==> config.mk <==
export PLATFORM = sky130hd
export DESIGN_NAME = pta_target
export DESIGN_NICKNAME = d
export VERILOG_FILES = /design/src/hw/pta_pkg.sv /design/src/hw/pta_target.sv /design/src/hw/pta_sync.sv
export SDC_FILE = /design/constraint.sdc
export NUM_CORES = 1
export LEC_CHECK = 0
export ABC_AREA = 1
export BUFFER_PORTS_ARGS = -buffer_cell sky130_fd_sc_hd__buf_2
export CAP_MARGIN = 20
export CORE_MARGIN = 1.5
export CORE_UTILIZATION = 54
export CTS_BUF_LIST = sky130_fd_sc_hd__clkbuf_4 sky130_fd_sc_hd__clkbuf_8
export DETAILED_ROUTE_END_ITERATION = 12
export PLACE_DENSITY_LB_ADDON = 0.2
export SYNTH_ARGS = -nofsm -noshare
export SYNTH_HDL_FRONTEND = slang
export SYNTH_HIERARCHICAL = 1
export SYNTH_SLANG_ARGS = --single-unit
==> constraint.sdc <==
create_clock -name i_clock -period 6.2 [get_ports i_clock]
set_input_delay 1.24 -clock i_clock [delete_from_list [all_inputs] [get_ports i_clock]]
set_output_delay 1.24 -clock i_clock [all_outputs]
set_load 0.02 [all_outputs]
==> src/hw/pta_pkg.sv <==
// Purpose: shared constants and types of the management-bus target
// Assumes: 100 MHz core clock
// Notes:   command codes other than clear-faults and base config are the usual ones of the bus

package pta_pkg;

  // ****************************************
  // command codes
  // ****************************************
  localparam logic [7:0] PTA_CMD_CLEAR_FAULTS = 8'h03;
  localparam logic [7:0] PTA_CMD_BASE_CFG     = 8'he0;
  localparam logic [7:0] PTA_CMD_STAT_BYTE    = 8'h78;
  localparam logic [7:0] PTA_CMD_STAT_WORD    = 8'h79;
  localparam logic [7:0] PTA_CMD_STAT_VOUT    = 8'h7a;
  localparam logic [7:0] PTA_CMD_STAT_IOUT    = 8'h7b;
  localparam logic [7:0] PTA_CMD_STAT_INPUT   = 8'h7c;
  localparam logic [7:0] PTA_CMD_STAT_TEMP    = 8'h7d;
  localparam logic [7:0] PTA_CMD_STAT_CML     = 8'h7e;
  localparam logic [7:0] PTA_CMD_STAT_MFR     = 8'h80;
  localparam logic [7:0] PTA_CMD_READ_VIN     = 8'h88;
  localparam logic [7:0] PTA_CMD_READ_VOUT    = 8'h8b;
  localparam logic [7:0] PTA_CMD_READ_IOUT    = 8'h8c;
  localparam logic [7:0] PTA_CMD_READ_TEMP    = 8'h8d;
  localparam logic [7:0] PTA_CMD_READ_POUT    = 8'h96;

  // ****************************************
  // register layout and reset values
  // ****************************************
  localparam logic [7:0] PTA_BASE_CFG_RST  = 8'h60;
  localparam int         PTA_BASE_MSB      = 7;
  localparam int         PTA_BASE_LSB      = 5;
  localparam logic [3:0] PTA_STRAP_OPEN    = 4'hf;
  localparam logic [7:0] PTA_NO_DATA       = 8'hff;
  localparam int         PTA_CML_BADCMD    = 7;
  localparam int         PTA_OVW_BUSY      = 7;
  localparam int         PTA_OVW_OFF       = 6;
  localparam int         PTA_OVW_VOUT_OV   = 5;
  localparam int         PTA_OVW_IOUT_OC   = 4;
  localparam int         PTA_OVW_VIN_UV    = 3;
  localparam int         PTA_OVW_TEMP      = 2;
  localparam int         PTA_OVW_CML       = 1;
  localparam int         PTA_OVW_OTHER     = 0;
  localparam int         PTA_INP_UV_BIT    = 4;
  localparam int         PTA_HI_VOUT       = 7;
  localparam int         PTA_HI_IOUT       = 6;
  localparam int         PTA_HI_INPUT      = 5;
  localparam int         PTA_HI_MFR        = 4;
  localparam int         PTA_HI_PG_N       = 3;

  // ****************************************
  // timing
  // ****************************************
  localparam real PTA_CLK_MHZ     = 100.0;
  localparam real PTA_REFRESH_MS  = 0.25;
  localparam int  PTA_REFRESH_CYC = int'($floor(PTA_REFRESH_MS * 1000.0 * PTA_CLK_MHZ));
  localparam int  PTA_REFR_W      = 16;
  localparam int  PTA_SYNC_W      = 7;

  // ****************************************
  // types
  // ****************************************
  typedef struct packed {
    logic [15:0] vin;
    logic [15:0] vout;
    logic [15:0] iout;
    logic [15:0] pout;
    logic [15:0] temp;
  } pta_telem_t;

  typedef struct packed {
    logic [7:0] vout;
    logic [7:0] iout;
    logic [7:0] vin;
    logic [7:0] temp;
    logic [7:0] cml;
    logic [7:0] mfr;
  } pta_stat_t;

  typedef enum logic [2:0] {
    ST_IDLE,
    ST_ADDR,
    ST_AACK,
    ST_RX,
    ST_RXACK,
    ST_TX,
    ST_TXACK
  } pta_state_t;

endpackage

==> src/hw/pta_target.sv <==
// Purpose: management-bus target with strap addressing, telemetry refresh and latched status
// Assumes: i_rst is the input-power-cycle reset; status and telemetry inputs are on i_clock
// Notes:   packet error codes are neither sent nor checked
//
// Notes on behaviour
// - bus address is base address plus the four-bit strap index.
// - base address comes from bits 7..5 of config register at command e0.
// - base defaults to 60, giving addresses 60 through 6f.
// - new base only takes effect after input power is cycled.
// - strap index 0..15 from strap resistor; open pin means 15.
// - device may stretch bus clock; host waits while it is held low.
// - busy flag set in status when too occupied to serve the bus.
// - telemetry readings refresh every 0.25 ms.
// - status reported in overview, vout, iout, input, temp, comms, mfr groups.
// - status bits stay set until the clear-faults command 03.
// - re-enabling the output leaves latched status unchanged.
// - interface works at 100 kHz and 400 kHz bus clocks.
// - no packet error code generated or checked.
// - overview word carries a power-good flag.

`timescale 1ns/1ps

module pta_target
  import pta_pkg::*;
#(
  parameter int REFRESH_CYCLES = PTA_REFRESH_CYC
)
(
  input  wire logic       i_clock,
  input  wire logic       i_rst,
  input  wire logic       i_scl,
  input  wire logic       i_sda,
  input  wire logic [3:0] i_strap_resistor,
  input  wire logic       i_strap_open,
  input  wire logic [7:0] i_nvm_base,
  input  wire logic       i_busy,
  input  wire logic       i_output_off,
  input  wire logic       i_power_good,
  input  wire pta_stat_t  i_stat_set,
  input  wire pta_telem_t i_telem,
  output logic            o_scl,
  output logic            o_scl_oe,
  output logic            o_sda,
  output logic            o_sda_oe,
  output logic [6:0]      o_target_addr,
  output logic            o_addr_locked,
  output logic [7:0]      o_target_base_config
);

  // ****************************************
  // state
  // ****************************************
  typedef struct packed {
    pta_state_t            st;
    logic [3:0]            bitcnt;
    logic [7:0]            shift;
    logic [7:0]            tx;
    logic [7:0]            cmd;
    logic [1:0]            byte_idx;
    logic                  rw;
    logic                  nack;
    logic                  scl_d;
    logic                  sda_d;
    logic                  scl_oe;
    logic                  sda_oe;
    logic                  pin_lo;
    logic [1:0]            lock_cnt;
    logic                  locked;
    logic [6:0]            addr;
    logic [7:0]            base_cfg;
    logic                  busy_st;
    pta_stat_t             stat;
    pta_telem_t            telem;
    logic [PTA_REFR_W-1:0] refr_cnt;
  } pta_regs_t;

  pta_regs_t              r_ff;
  pta_regs_t              nxt_r;
  logic [PTA_SYNC_W-1:0]  sync_w;
  logic                   scl_s;
  logic                   sda_s;
  logic [3:0]             strap_s;
  logic                   open_s;
  logic [3:0]             strap_idx;
  logic                   start_w;
  logic                   stop_w;
  logic                   rise_w;
  logic                   fall_w;

  // ****************************************
  // pin synchronisers
  // ****************************************
  pta_sync u_sync
  (
    .i_clock (i_clock),
    .i_rst   (i_rst),
    .i_async ({i_scl, i_sda, i_strap_resistor, i_strap_open}),
    .o_sync  (sync_w)
  );

  assign {scl_s, sda_s, strap_s, open_s} = sync_w;
  assign strap_idx = open_s ? PTA_STRAP_OPEN : strap_s;

  // sampling at 100 MHz leaves 250 samples per bit at 400 kHz
  assign start_w = scl_s && r_ff.scl_d && r_ff.sda_d && !sda_s;
  assign stop_w  = scl_s && r_ff.scl_d && !r_ff.sda_d && sda_s;
  assign rise_w  = scl_s && !r_ff.scl_d;
  assign fall_w  = !scl_s && r_ff.scl_d;

  // ****************************************
  // functions
  // ****************************************
  function automatic logic [6:0] calc_addr(input logic [7:0] cfg, input logic [3:0] idx);
    logic [7:0] sum;
    sum = {cfg[PTA_BASE_MSB:PTA_BASE_LSB], 5'h00} + {4'h0, idx};
    return sum[6:0];
  endfunction

  function automatic logic [7:0] ovw_byte(input pta_regs_t s, input logic off);
    logic [7:0] b;
    b                  = 8'h00;
    b[PTA_OVW_BUSY]    = s.busy_st;
    b[PTA_OVW_OFF]     = off;
    b[PTA_OVW_VOUT_OV] = s.stat.vout[7];
    b[PTA_OVW_IOUT_OC] = s.stat.iout[7];
    b[PTA_OVW_VIN_UV]  = s.stat.vin[PTA_INP_UV_BIT];
    b[PTA_OVW_TEMP]    = |s.stat.temp;
    b[PTA_OVW_CML]     = |s.stat.cml;
    b[PTA_OVW_OTHER]   = (|s.stat.mfr) || (|s.stat.vin);
    return b;
  endfunction

  function automatic logic [7:0] ovw_hi(input pta_regs_t s, input logic pg);
    logic [7:0] b;
    b               = 8'h00;
    b[PTA_HI_VOUT]  = |s.stat.vout;
    b[PTA_HI_IOUT]  = |s.stat.iout;
    b[PTA_HI_INPUT] = |s.stat.vin;
    b[PTA_HI_MFR]   = |s.stat.mfr;
    b[PTA_HI_PG_N]  = !pg;
    return b;
  endfunction

  function automatic logic [7:0] word_sel(input logic [15:0] w, input logic [1:0] idx);
    // low byte first; bytes past the word read as filler, never as a check code
    case (idx)
      2'd0:    return w[7:0];
      2'd1:    return w[15:8];
      default: return PTA_NO_DATA;
    endcase
  endfunction

  function automatic logic [7:0] rd_byte(input pta_regs_t s, input logic [1:0] idx,
                                         input logic off, input logic pg);
    logic [7:0] b0;
    b0 = PTA_NO_DATA;
    case (s.cmd)
      PTA_CMD_STAT_BYTE:  b0 = ovw_byte(s, off);
      PTA_CMD_STAT_WORD:  return word_sel({ovw_hi(s, pg), ovw_byte(s, off)}, idx);
      PTA_CMD_STAT_VOUT:  b0 = s.stat.vout;
      PTA_CMD_STAT_IOUT:  b0 = s.stat.iout;
      PTA_CMD_STAT_INPUT: b0 = s.stat.vin;
      PTA_CMD_STAT_TEMP:  b0 = s.stat.temp;
      PTA_CMD_STAT_CML:   b0 = s.stat.cml;
      PTA_CMD_STAT_MFR:   b0 = s.stat.mfr;
      PTA_CMD_BASE_CFG:   b0 = s.base_cfg;
      PTA_CMD_READ_VIN:   return word_sel(s.telem.vin, idx);
      PTA_CMD_READ_VOUT:  return word_sel(s.telem.vout, idx);
      PTA_CMD_READ_IOUT:  return word_sel(s.telem.iout, idx);
      PTA_CMD_READ_POUT:  return word_sel(s.telem.pout, idx);
      PTA_CMD_READ_TEMP:  return word_sel(s.telem.temp, idx);
      default:            b0 = PTA_NO_DATA;
    endcase
    return (idx == 2'd0) ? b0 : PTA_NO_DATA;
  endfunction

  function automatic logic known_cmd(input logic [7:0] c);
    case (c)
      PTA_CMD_CLEAR_FAULTS, PTA_CMD_BASE_CFG, PTA_CMD_STAT_BYTE, PTA_CMD_STAT_WORD,
      PTA_CMD_STAT_VOUT, PTA_CMD_STAT_IOUT, PTA_CMD_STAT_INPUT, PTA_CMD_STAT_TEMP,
      PTA_CMD_STAT_CML, PTA_CMD_STAT_MFR, PTA_CMD_READ_VIN, PTA_CMD_READ_VOUT,
      PTA_CMD_READ_IOUT, PTA_CMD_READ_POUT, PTA_CMD_READ_TEMP:
        return 1'b1;
      default:
        return 1'b0;
    endcase
  endfunction

  // ****************************************
  // next state
  // ****************************************
  always_comb
  begin
    logic      clear;
    pta_stat_t evt;
    clear    = 1'b0;
    evt      = '0;
    nxt_r    = r_ff;
    nxt_r.scl_d = scl_s;
    nxt_r.sda_d = sda_s;

    // address fixed once after power-up; later config writes wait for the next cycle
    if (!r_ff.locked)
    begin
      nxt_r.lock_cnt = r_ff.lock_cnt + 2'd1;
      if (r_ff.lock_cnt == 2'd3)
      begin
        nxt_r.locked   = 1'b1;
        nxt_r.base_cfg = i_nvm_base;
        nxt_r.addr     = calc_addr(i_nvm_base, strap_idx);
      end
    end

    if (r_ff.refr_cnt == PTA_REFR_W'(REFRESH_CYCLES - 1))
    begin
      nxt_r.refr_cnt = '0;
      nxt_r.telem    = i_telem;
    end
    else
    begin
      nxt_r.refr_cnt = r_ff.refr_cnt + PTA_REFR_W'(1);
    end

    if (start_w)
    begin
      nxt_r.st     = ST_ADDR;
      nxt_r.bitcnt = 4'h0;
      nxt_r.sda_oe = 1'b0;
    end
    else if (stop_w)
    begin
      nxt_r.st     = ST_IDLE;
      nxt_r.sda_oe = 1'b0;
    end
    else if (rise_w && r_ff.st != ST_IDLE)
    begin
      nxt_r.bitcnt = r_ff.bitcnt + 4'h1;
      nxt_r.shift  = {r_ff.shift[6:0], sda_s};
      nxt_r.nack   = sda_s;
    end
    else if (fall_w)
    begin
      case (r_ff.st)
        ST_ADDR:
        begin
          if (r_ff.bitcnt == 4'h8)
          begin
            nxt_r.bitcnt = 4'h0;
            if (r_ff.locked && r_ff.shift[7:1] == r_ff.addr)
            begin
              nxt_r.st     = ST_AACK;
              nxt_r.rw     = r_ff.shift[0];
              nxt_r.sda_oe = 1'b1;
            end
            else
            begin
              nxt_r.st = ST_IDLE;
            end
          end
        end
        ST_AACK:
        begin
          nxt_r.bitcnt = 4'h0;
          if (r_ff.rw)
          begin
            nxt_r.tx       = rd_byte(r_ff, 2'd0, i_output_off, i_power_good);
            nxt_r.sda_oe   = !nxt_r.tx[7];
            nxt_r.byte_idx = 2'd1;
            nxt_r.st       = ST_TX;
          end
          else
          begin
            nxt_r.sda_oe   = 1'b0;
            nxt_r.byte_idx = 2'd0;
            nxt_r.st       = ST_RX;
          end
        end
        ST_RX:
        begin
          if (r_ff.bitcnt == 4'h8)
          begin
            if (r_ff.byte_idx == 2'd0)
            begin
              nxt_r.cmd = r_ff.shift;
              clear     = (r_ff.shift == PTA_CMD_CLEAR_FAULTS);
              evt.cml[PTA_CML_BADCMD] = !known_cmd(r_ff.shift);
            end
            else if (r_ff.byte_idx == 2'd1 && r_ff.cmd == PTA_CMD_BASE_CFG)
            begin
              nxt_r.base_cfg = r_ff.shift;
            end
            // extra bytes are taken and dropped; no check code is expected
            if (r_ff.byte_idx != 2'd3)
            begin
              nxt_r.byte_idx = r_ff.byte_idx + 2'd1;
            end
            nxt_r.sda_oe = 1'b1;
            nxt_r.st     = ST_RXACK;
          end
        end
        ST_RXACK:
        begin
          nxt_r.bitcnt = 4'h0;
          nxt_r.sda_oe = 1'b0;
          nxt_r.st     = ST_RX;
        end
        ST_TX:
        begin
          if (r_ff.bitcnt == 4'h8)
          begin
            nxt_r.bitcnt = 4'h0;
            nxt_r.sda_oe = 1'b0;
            nxt_r.st     = ST_TXACK;
          end
          else
          begin
            nxt_r.tx     = {r_ff.tx[6:0], 1'b0};
            nxt_r.sda_oe = !r_ff.tx[6];
          end
        end
        ST_TXACK:
        begin
          nxt_r.bitcnt = 4'h0;
          if (r_ff.nack)
          begin
            nxt_r.st = ST_IDLE;
          end
          else
          begin
            nxt_r.tx     = rd_byte(r_ff, r_ff.byte_idx, i_output_off, i_power_good);
            nxt_r.sda_oe = !nxt_r.tx[7];
            nxt_r.st     = ST_TX;
            if (r_ff.byte_idx != 2'd3)
            begin
              nxt_r.byte_idx = r_ff.byte_idx + 2'd1;
            end
          end
        end
        default:
        begin
          nxt_r.st = ST_IDLE;
        end
      endcase
    end

    // hold scl low only once the host has pulled it low, and only while occupied
    nxt_r.scl_oe = i_busy && !scl_s && r_ff.st != ST_IDLE && r_ff.st != ST_ADDR;

    // a new event in the clear cycle survives; output re-enable has no path here
    nxt_r.stat    = (clear ? pta_stat_t'('0) : r_ff.stat) | i_stat_set | evt;
    nxt_r.busy_st = (clear ? 1'b0 : r_ff.busy_st) | i_busy;
    nxt_r.pin_lo  = 1'b0;                                                          // open drain only pulls low
  end

  // ****************************************
  // registers
  // ****************************************
  always_ff @(posedge i_clock or posedge i_rst)
  begin
    if (i_rst)
    begin
      r_ff          <= '0;
      r_ff.st       <= ST_IDLE;
      r_ff.scl_d    <= 1'b1;
      r_ff.sda_d    <= 1'b1;
      r_ff.base_cfg <= PTA_BASE_CFG_RST;
    end
    else
    begin
      r_ff <= nxt_r;
    end
  end

  assign o_scl                = r_ff.pin_lo;
  assign o_scl_oe             = r_ff.scl_oe;
  assign o_sda                = r_ff.pin_lo;
  assign o_sda_oe             = r_ff.sda_oe;
  assign o_target_addr        = r_ff.addr;
  assign o_addr_locked        = r_ff.locked;
  assign o_target_base_config = r_ff.base_cfg;

endmodule

==> src/hw/pta_sync.sv <==
// Purpose: two-stage synchroniser for pin inputs
// Assumes: inputs are slow levels or bus lines far below the core clock
// Notes:   multi-bit strap code is static, so per-bit skew is harmless

`timescale 1ns/1ps

module pta_sync
  import pta_pkg::*;
(
  input  wire logic                  i_clock,
  input  wire logic                  i_rst,
  input  wire logic [PTA_SYNC_W-1:0] i_async,
  output logic      [PTA_SYNC_W-1:0] o_sync
);

  typedef struct packed {
    logic [PTA_SYNC_W-1:0] meta;
    logic [PTA_SYNC_W-1:0] sync;
  } pta_sync_regs_t;

  pta_sync_regs_t r_ff;
  pta_sync_regs_t nxt_r;

  always_comb
  begin
    nxt_r      = r_ff;
    nxt_r.meta = i_async;
    nxt_r.sync = r_ff.meta;
  end

  always_ff @(posedge i_clock or posedge i_rst)
  begin
    if (i_rst)
    begin
      // idle-high reset keeps the bus edge detectors quiet after release
      r_ff <= '1;
    end
    else
    begin
      r_ff <= nxt_r;
    end
  end

  assign o_sync = r_ff.sync;

endmodule

After elaboration in Yosys (flattened, before gate mapping)
Cells that the tools add are included.
- bits in writable memories: 0
- register bits after elaboration: 216
- latch bits: 0
- memories: 0
- ROM bits: 0
- output and inout bits: 20
- multiplexer cells: 116
- equality and inequality tests: 55
- reduce and logical (&&, ||, !) cells: 49
- magnitude comparators: 0
- divide/modulo/power cells: 0
- $mul: 0
- add/sub/neg operators: 5
- shift-type cells: 0
- bitwise logic cells: 7
- operator list (kind ; number):
    two-way mux 8 bit ; 29
    equality test 8 x 7 -> 1 bit (second input constant) ; 14
    equality test 8 bit (second input constant) ; 14
    case mux 8 bit (2 select lines) ; 6
    case mux 8 bit (6 select lines) ; 2
    case mux 8 bit (8 select lines) ; 1
    two-way mux 1 bit ; 51
    two-way mux 16 bit ; 3
    two-way mux 48 bit ; 1
    OR 48 x 16 -> 48 bit ; 1
    OR 48 bit ; 1
    OR reduction 8 bit ; 6
    two-way mux 19 bit ; 2
    two-way mux 32 bit ; 1
    two-way mux 7 bit ; 4
    != test 4 bit (second input constant) ; 7
    AND reduction 7 bit ; 4
    case mux 8 bit (3 select lines) ; 1
    case mux 3 bit (6 select lines) ; 1
    adder 16 x 1 -> 16 bit (second input constant) ; 1
    equality test 16 x 15 -> 1 bit (second input constant) ; 1
    two-way mux 3 bit ; 5
    nonzero test 3 bit ; 5
    OR reduction 15 bit ; 1
    34 further kinds ; 70

Longest topological paths before layout
- word-level depth: 23
- depth in mapped cells: 15
- gate-level depth less buffers: 14

Hierarchy
Netlist, hierarchy kept.
- by module, submodules not included (module ; cells an instance ; instances ; area each (µm²)):
    pta_target ; 1447 ; 1 ; 10662.7
    pta_sync ; 15 ; 1 ; 371.6

Least setup slack after synthesis
No wires, ideal clock.
- path type: input-to-reg
- start: input i_output_off
- end: register r_ff[186] in the netlist's numbering
- path slack: 4250 ps
- path buffers: 0
- arrival time: 1837 ps
- required time: 6087 ps
- stages: 10
- path through: inv_1 > o21ai_0 > nor2_1 > nand3_1 > nand2_1 > nand2_1 > nand2_1 > nand3_1 > nand2_1 > inv_1
- longest elaborated chain between the ends: 11
- RTL lines (item ; RTL line ; text):
    start, declared ; pta_target.sv:37 ; input wire logic i_output_off,
    case mux 8 bit (2 select lines) / case mux 8 bit (8 select lines) (equally long branches) ; pta_target.sv:146, pta_target.sv:157 ;
    case mux 8 bit (6 select lines) / two-way mux 8 bit (equally long branches) ; pta_target.sv:157, pta_target.sv:174 ;
    two-way mux 8 bit ; pta_target.sv:174 ; return (idx == 2'd0) ? b0 : PTA_NO_DATA;
    two-way mux 8 bit ; pta_target.sv:324 ; if (r_ff.nack)
    two-way mux 8 bit ; pta_target.sv:243 ; case (r_ff.st)
    two-way mux 8 bit ; pta_target.sv:241 ; else if (fall_w)
    two-way mux 8 bit ; pta_target.sv:235 ; else if (rise_w && r_ff.st != ST_IDLE)
    two-way mux 8 bit ; pta_target.sv:230 ; else if (stop_w)
    two-way mux 8 bit ; pta_target.sv:224 ; if (start_w)
    two-way mux 8 bit ; pta_target.sv:324 ;
    case mux 8 bit (3 select lines) * ; pta_target.sv:243 ;
    end signal, assigned ; pta_target.sv:370 ; r_ff <= nxt_r;
    end, declared ; pta_target.sv:77 ; pta_regs_t r_ff;
Every way passes the cells marked *; elsewhere a longest branch is shown, timed or not. The select of a mux whose other input is x is not followed.
A chain may end at the register's enable or synchronous reset.

==> metrics.txt <==
Slew Viols, Final 0; Post-CTS Resized 0; ratio of cells with drive above 1 in the final layout 0.176; setup bufs post-CTS 0; number of H-tree levels 2; Post-DRT Antenna Nets 0; Post-synth ARST share 1.00; Setup Skew roughly 0.024 ns; final core utilization 0.631; routability cong. 0.949; register area share after synthesis 0.485; status finished, final reports clean; dpl cells 1838; worst setup margin roughly 3.0 ns; PwrDens 260 nW/um2; leak pwr about 0.0065 uW; Congestion Overflow GR 0; peak supply drop ~0.00020 V; Total GRT Usage 0.287; # diodes 0; Final Hold Vio Count 0; total power 3300 uW; crit-path cells nor2_2, buf_4, inv_2, nor3_4, inv_2, nor2_4, inv_2, a21o_1; most frequent cells in the layout nor2_1, nand2_1, dfrtp_1, buf_2, inv_1; First-pass DRT Iterations 6; worst hold path depth 0; vias in the first global route 9699; Core ar. 20200 um2; normalized max-slew margin 0.282; Initial DRC Count approximately 760; WP data arrival 3.61 ns; clock buffer count from CTS 36; cell mode on critical path inv_2; crit start category flip-flop; synthesized area per cell 7.55 um2; largest net degree at the start of global routing 200; Max Clk Rate 0.313 GHz; CTS tree done; setup TNS 0 ns; Initial Utilization 0.547; vias per inst 5.34; Yosys cell types 42; Setup Viol. Count Final 0; total standard cell area after synthesis between 10000 and 15000 um2; Die Y ~150 um; most frequently used flop master after synthesis dfrtp_1; initial antenna violation count 0; Critical Path Max Stage Delay between 0.6 and 0.7 ns; Slowest cell on crit path nor2_4; Buf/Inv on CP 4; Avg WL per Cell approximately 16 um; flop2flop setup slack roughly 3 ns; Worst Tran Pin Value around 1.1 ns; CTS Buffer Depth 3; first-pass GRT wire length roughly 49 mm; Clock transition at path regs ~0.06 ns; Hold Path Class flip-flop to flip-flop; CTS sink cnt 213; CTS Hold Bufs 0; DP Wirelength ~22 mm; Crit path required time between 6 and 7 ns; commonest non-fill, non-tap cell in the layout nor2_1; number of nets in the layout about 1800; MaxCap Viol Count 0; r2r startpoint r_ff[170]$_DFFE_PP0P_; drc violations 0; number of buffers added on ports 164; EDFF count, synth 0; die area approximately 21000 um2; vias just over 10000; I/O Pins roughly 170; R2R Path End r_ff[98]$_DFF_PP0_; Final Critical Period approximately 3.2 ns; row count 52; Mapped Cells ~1500; reg2reg path depth 8; worst hold endpoint u_sync/o_sync[1]$_DFF_PP1_; Synth warnings 6; synthesis-to-finish area growth 15.3%; Clk Tree Root Cell clkbuf_8; Yosys reg bits around 210; die width ~150 um; Final Non-Filler Cells 1902; Worst path top cell family by delay simple AND/OR/NAND/NOR gates; final cycle utilization of the critical path 0.515; Worst-Skew Late Latency 0.54 ns; RSZ-0062 raised after global routing false; Routed WL 30.4 mm; hold_sp u_sync/nxt_r[1]$_DFF_PP1_; Worst Path Max Fanout 32; Setup WS pre-CTS roughly 2.9 ns; worst setup path class flip-flop to flip-flop; CP endpoint kind flip-flop
-- cell usage after synthesis, types with 5 or more instances --
| cell type | count | area, um2 |
|---|---|---|
| dfrtp_1 | 195 | 4880 |
| o21ai_0 | 89 | 445 |
| dfstp_2 | 18 | 473 |
| a21o_1 | 18 | 135 |
| nand2_1 | 266 | 998 |
| nand3_1 | 90 | 450 |
| nor3_1 | 28 | 140 |
| a31oi_1 | 5 | 31.3 |
| a21oi_1 | 63 | 315 |
| or2_2 | 11 | 68.8 |
| buf_2 | 8 | 40.0 |
| inv_1 | 155 | 582 |
| inv_2 | 7 | 26.3 |
| nand4_1 | 20 | 125 |
| buf_4 | 21 | 158 |
| nor2_1 | 329 | 1230 |
| o211ai_1 | 10 | 75.1 |
| nor2_2 | 5 | 31.3 |
| o21bai_1 | 30 | 225 |
| clkbuf_1 | 35 | 131 |
| o22ai_1 | 17 | 106 |
-- final cells by class --
| cell class | instances | area [um2] |
|---|---|---|
| fill | 1903 | 7450 |
| sequential | 213 | 5350 |
| multi-input combinational | 1023 | 4750 |
| timing repair buffer | 170 | 898 |
| clock buffer | 59 | 718 |
| inverter | 163 | 616 |
| tap | 270 | 338 |
| clock inverter | 4 | 48.8 |
-- sequential cells by signal (all words and copies together) (netlist names) --
signal                flops
o_addr_locked             1
o_scl_oe                  1
o_sda_oe                  1
o_target_addr             6
o_target_base_config      8
r_ff                    182
u_sync/nxt_r              7
u_sync/o_sync             7
-- kinds of logic (layout without fill, tap and decap cells) --
group | after synthesis | in the layout | synth area share
mux | 1 | 1 | 0.00102
compound gates | 242 | 242 | 0.128
other cells | 1 | 3 | 0.000340
xor+xnor | 7 | 7 | 0.00556
buf+inv | 228 | 396 | 0.0863
simple gates | 766 | 766 | 0.289
fa+ha+maj | 4 | 4 | 0.00454
flops | 213 | 213 | 0.485
-- where the power goes --
group	internal (uW)	leakage (uW)	switching (uW)
Sequential	1480	0.00241	92.2
Clock	772	0.000412	559
Combinational	147	0.00365	252
-- per-stage QoR --
| stage | instance area (um2) | hold WS (ns) |
|---|---|---|
| 2_1_floorplan | 11000 | 0.345 |
| 3_3_place_gp | 11900 | 0.346 |
| 3_5_place_dp | 11900 | 0.348 |
| 4_1_cts | 12700 | 0.357 |
| 5_1_grt | 12700 | 0.356 |
| 6_report | 12700 | 0.353 |
-- worst max path at each step --
stage,start,depth (start not counted),end
6_report,r_ff[170]$_DFFE_PP0P_,8,r_ff[98]$_DFF_PP0_
4_1_cts,r_ff[0]$_DFF_PP0_,9,r_ff[12]$_DFF_PP0_
2_1_floorplan,i_rst,1,o_addr_locked$_DFF_PP0_
3_3_place_gp,r_ff[0]$_DFF_PP0_,9,r_ff[12]$_DFF_PP0_
5_1_grt,r_ff[170]$_DFFE_PP0P_,8,r_ff[98]$_DFF_PP0_
3_5_place_dp,r_ff[0]$_DFF_PP0_,9,r_ff[12]$_DFF_PP0_
-- layer usage --
layer,wire [um],up-vias,track usage
li1,-,4963,-
met1,13200,4753,0.389
met4,873,0,0.107
met2,14300,381,0.465
met3,1980,65,0.0498
met5,0,-,0
Note: power is estimated with default switching activity, not from simulation.
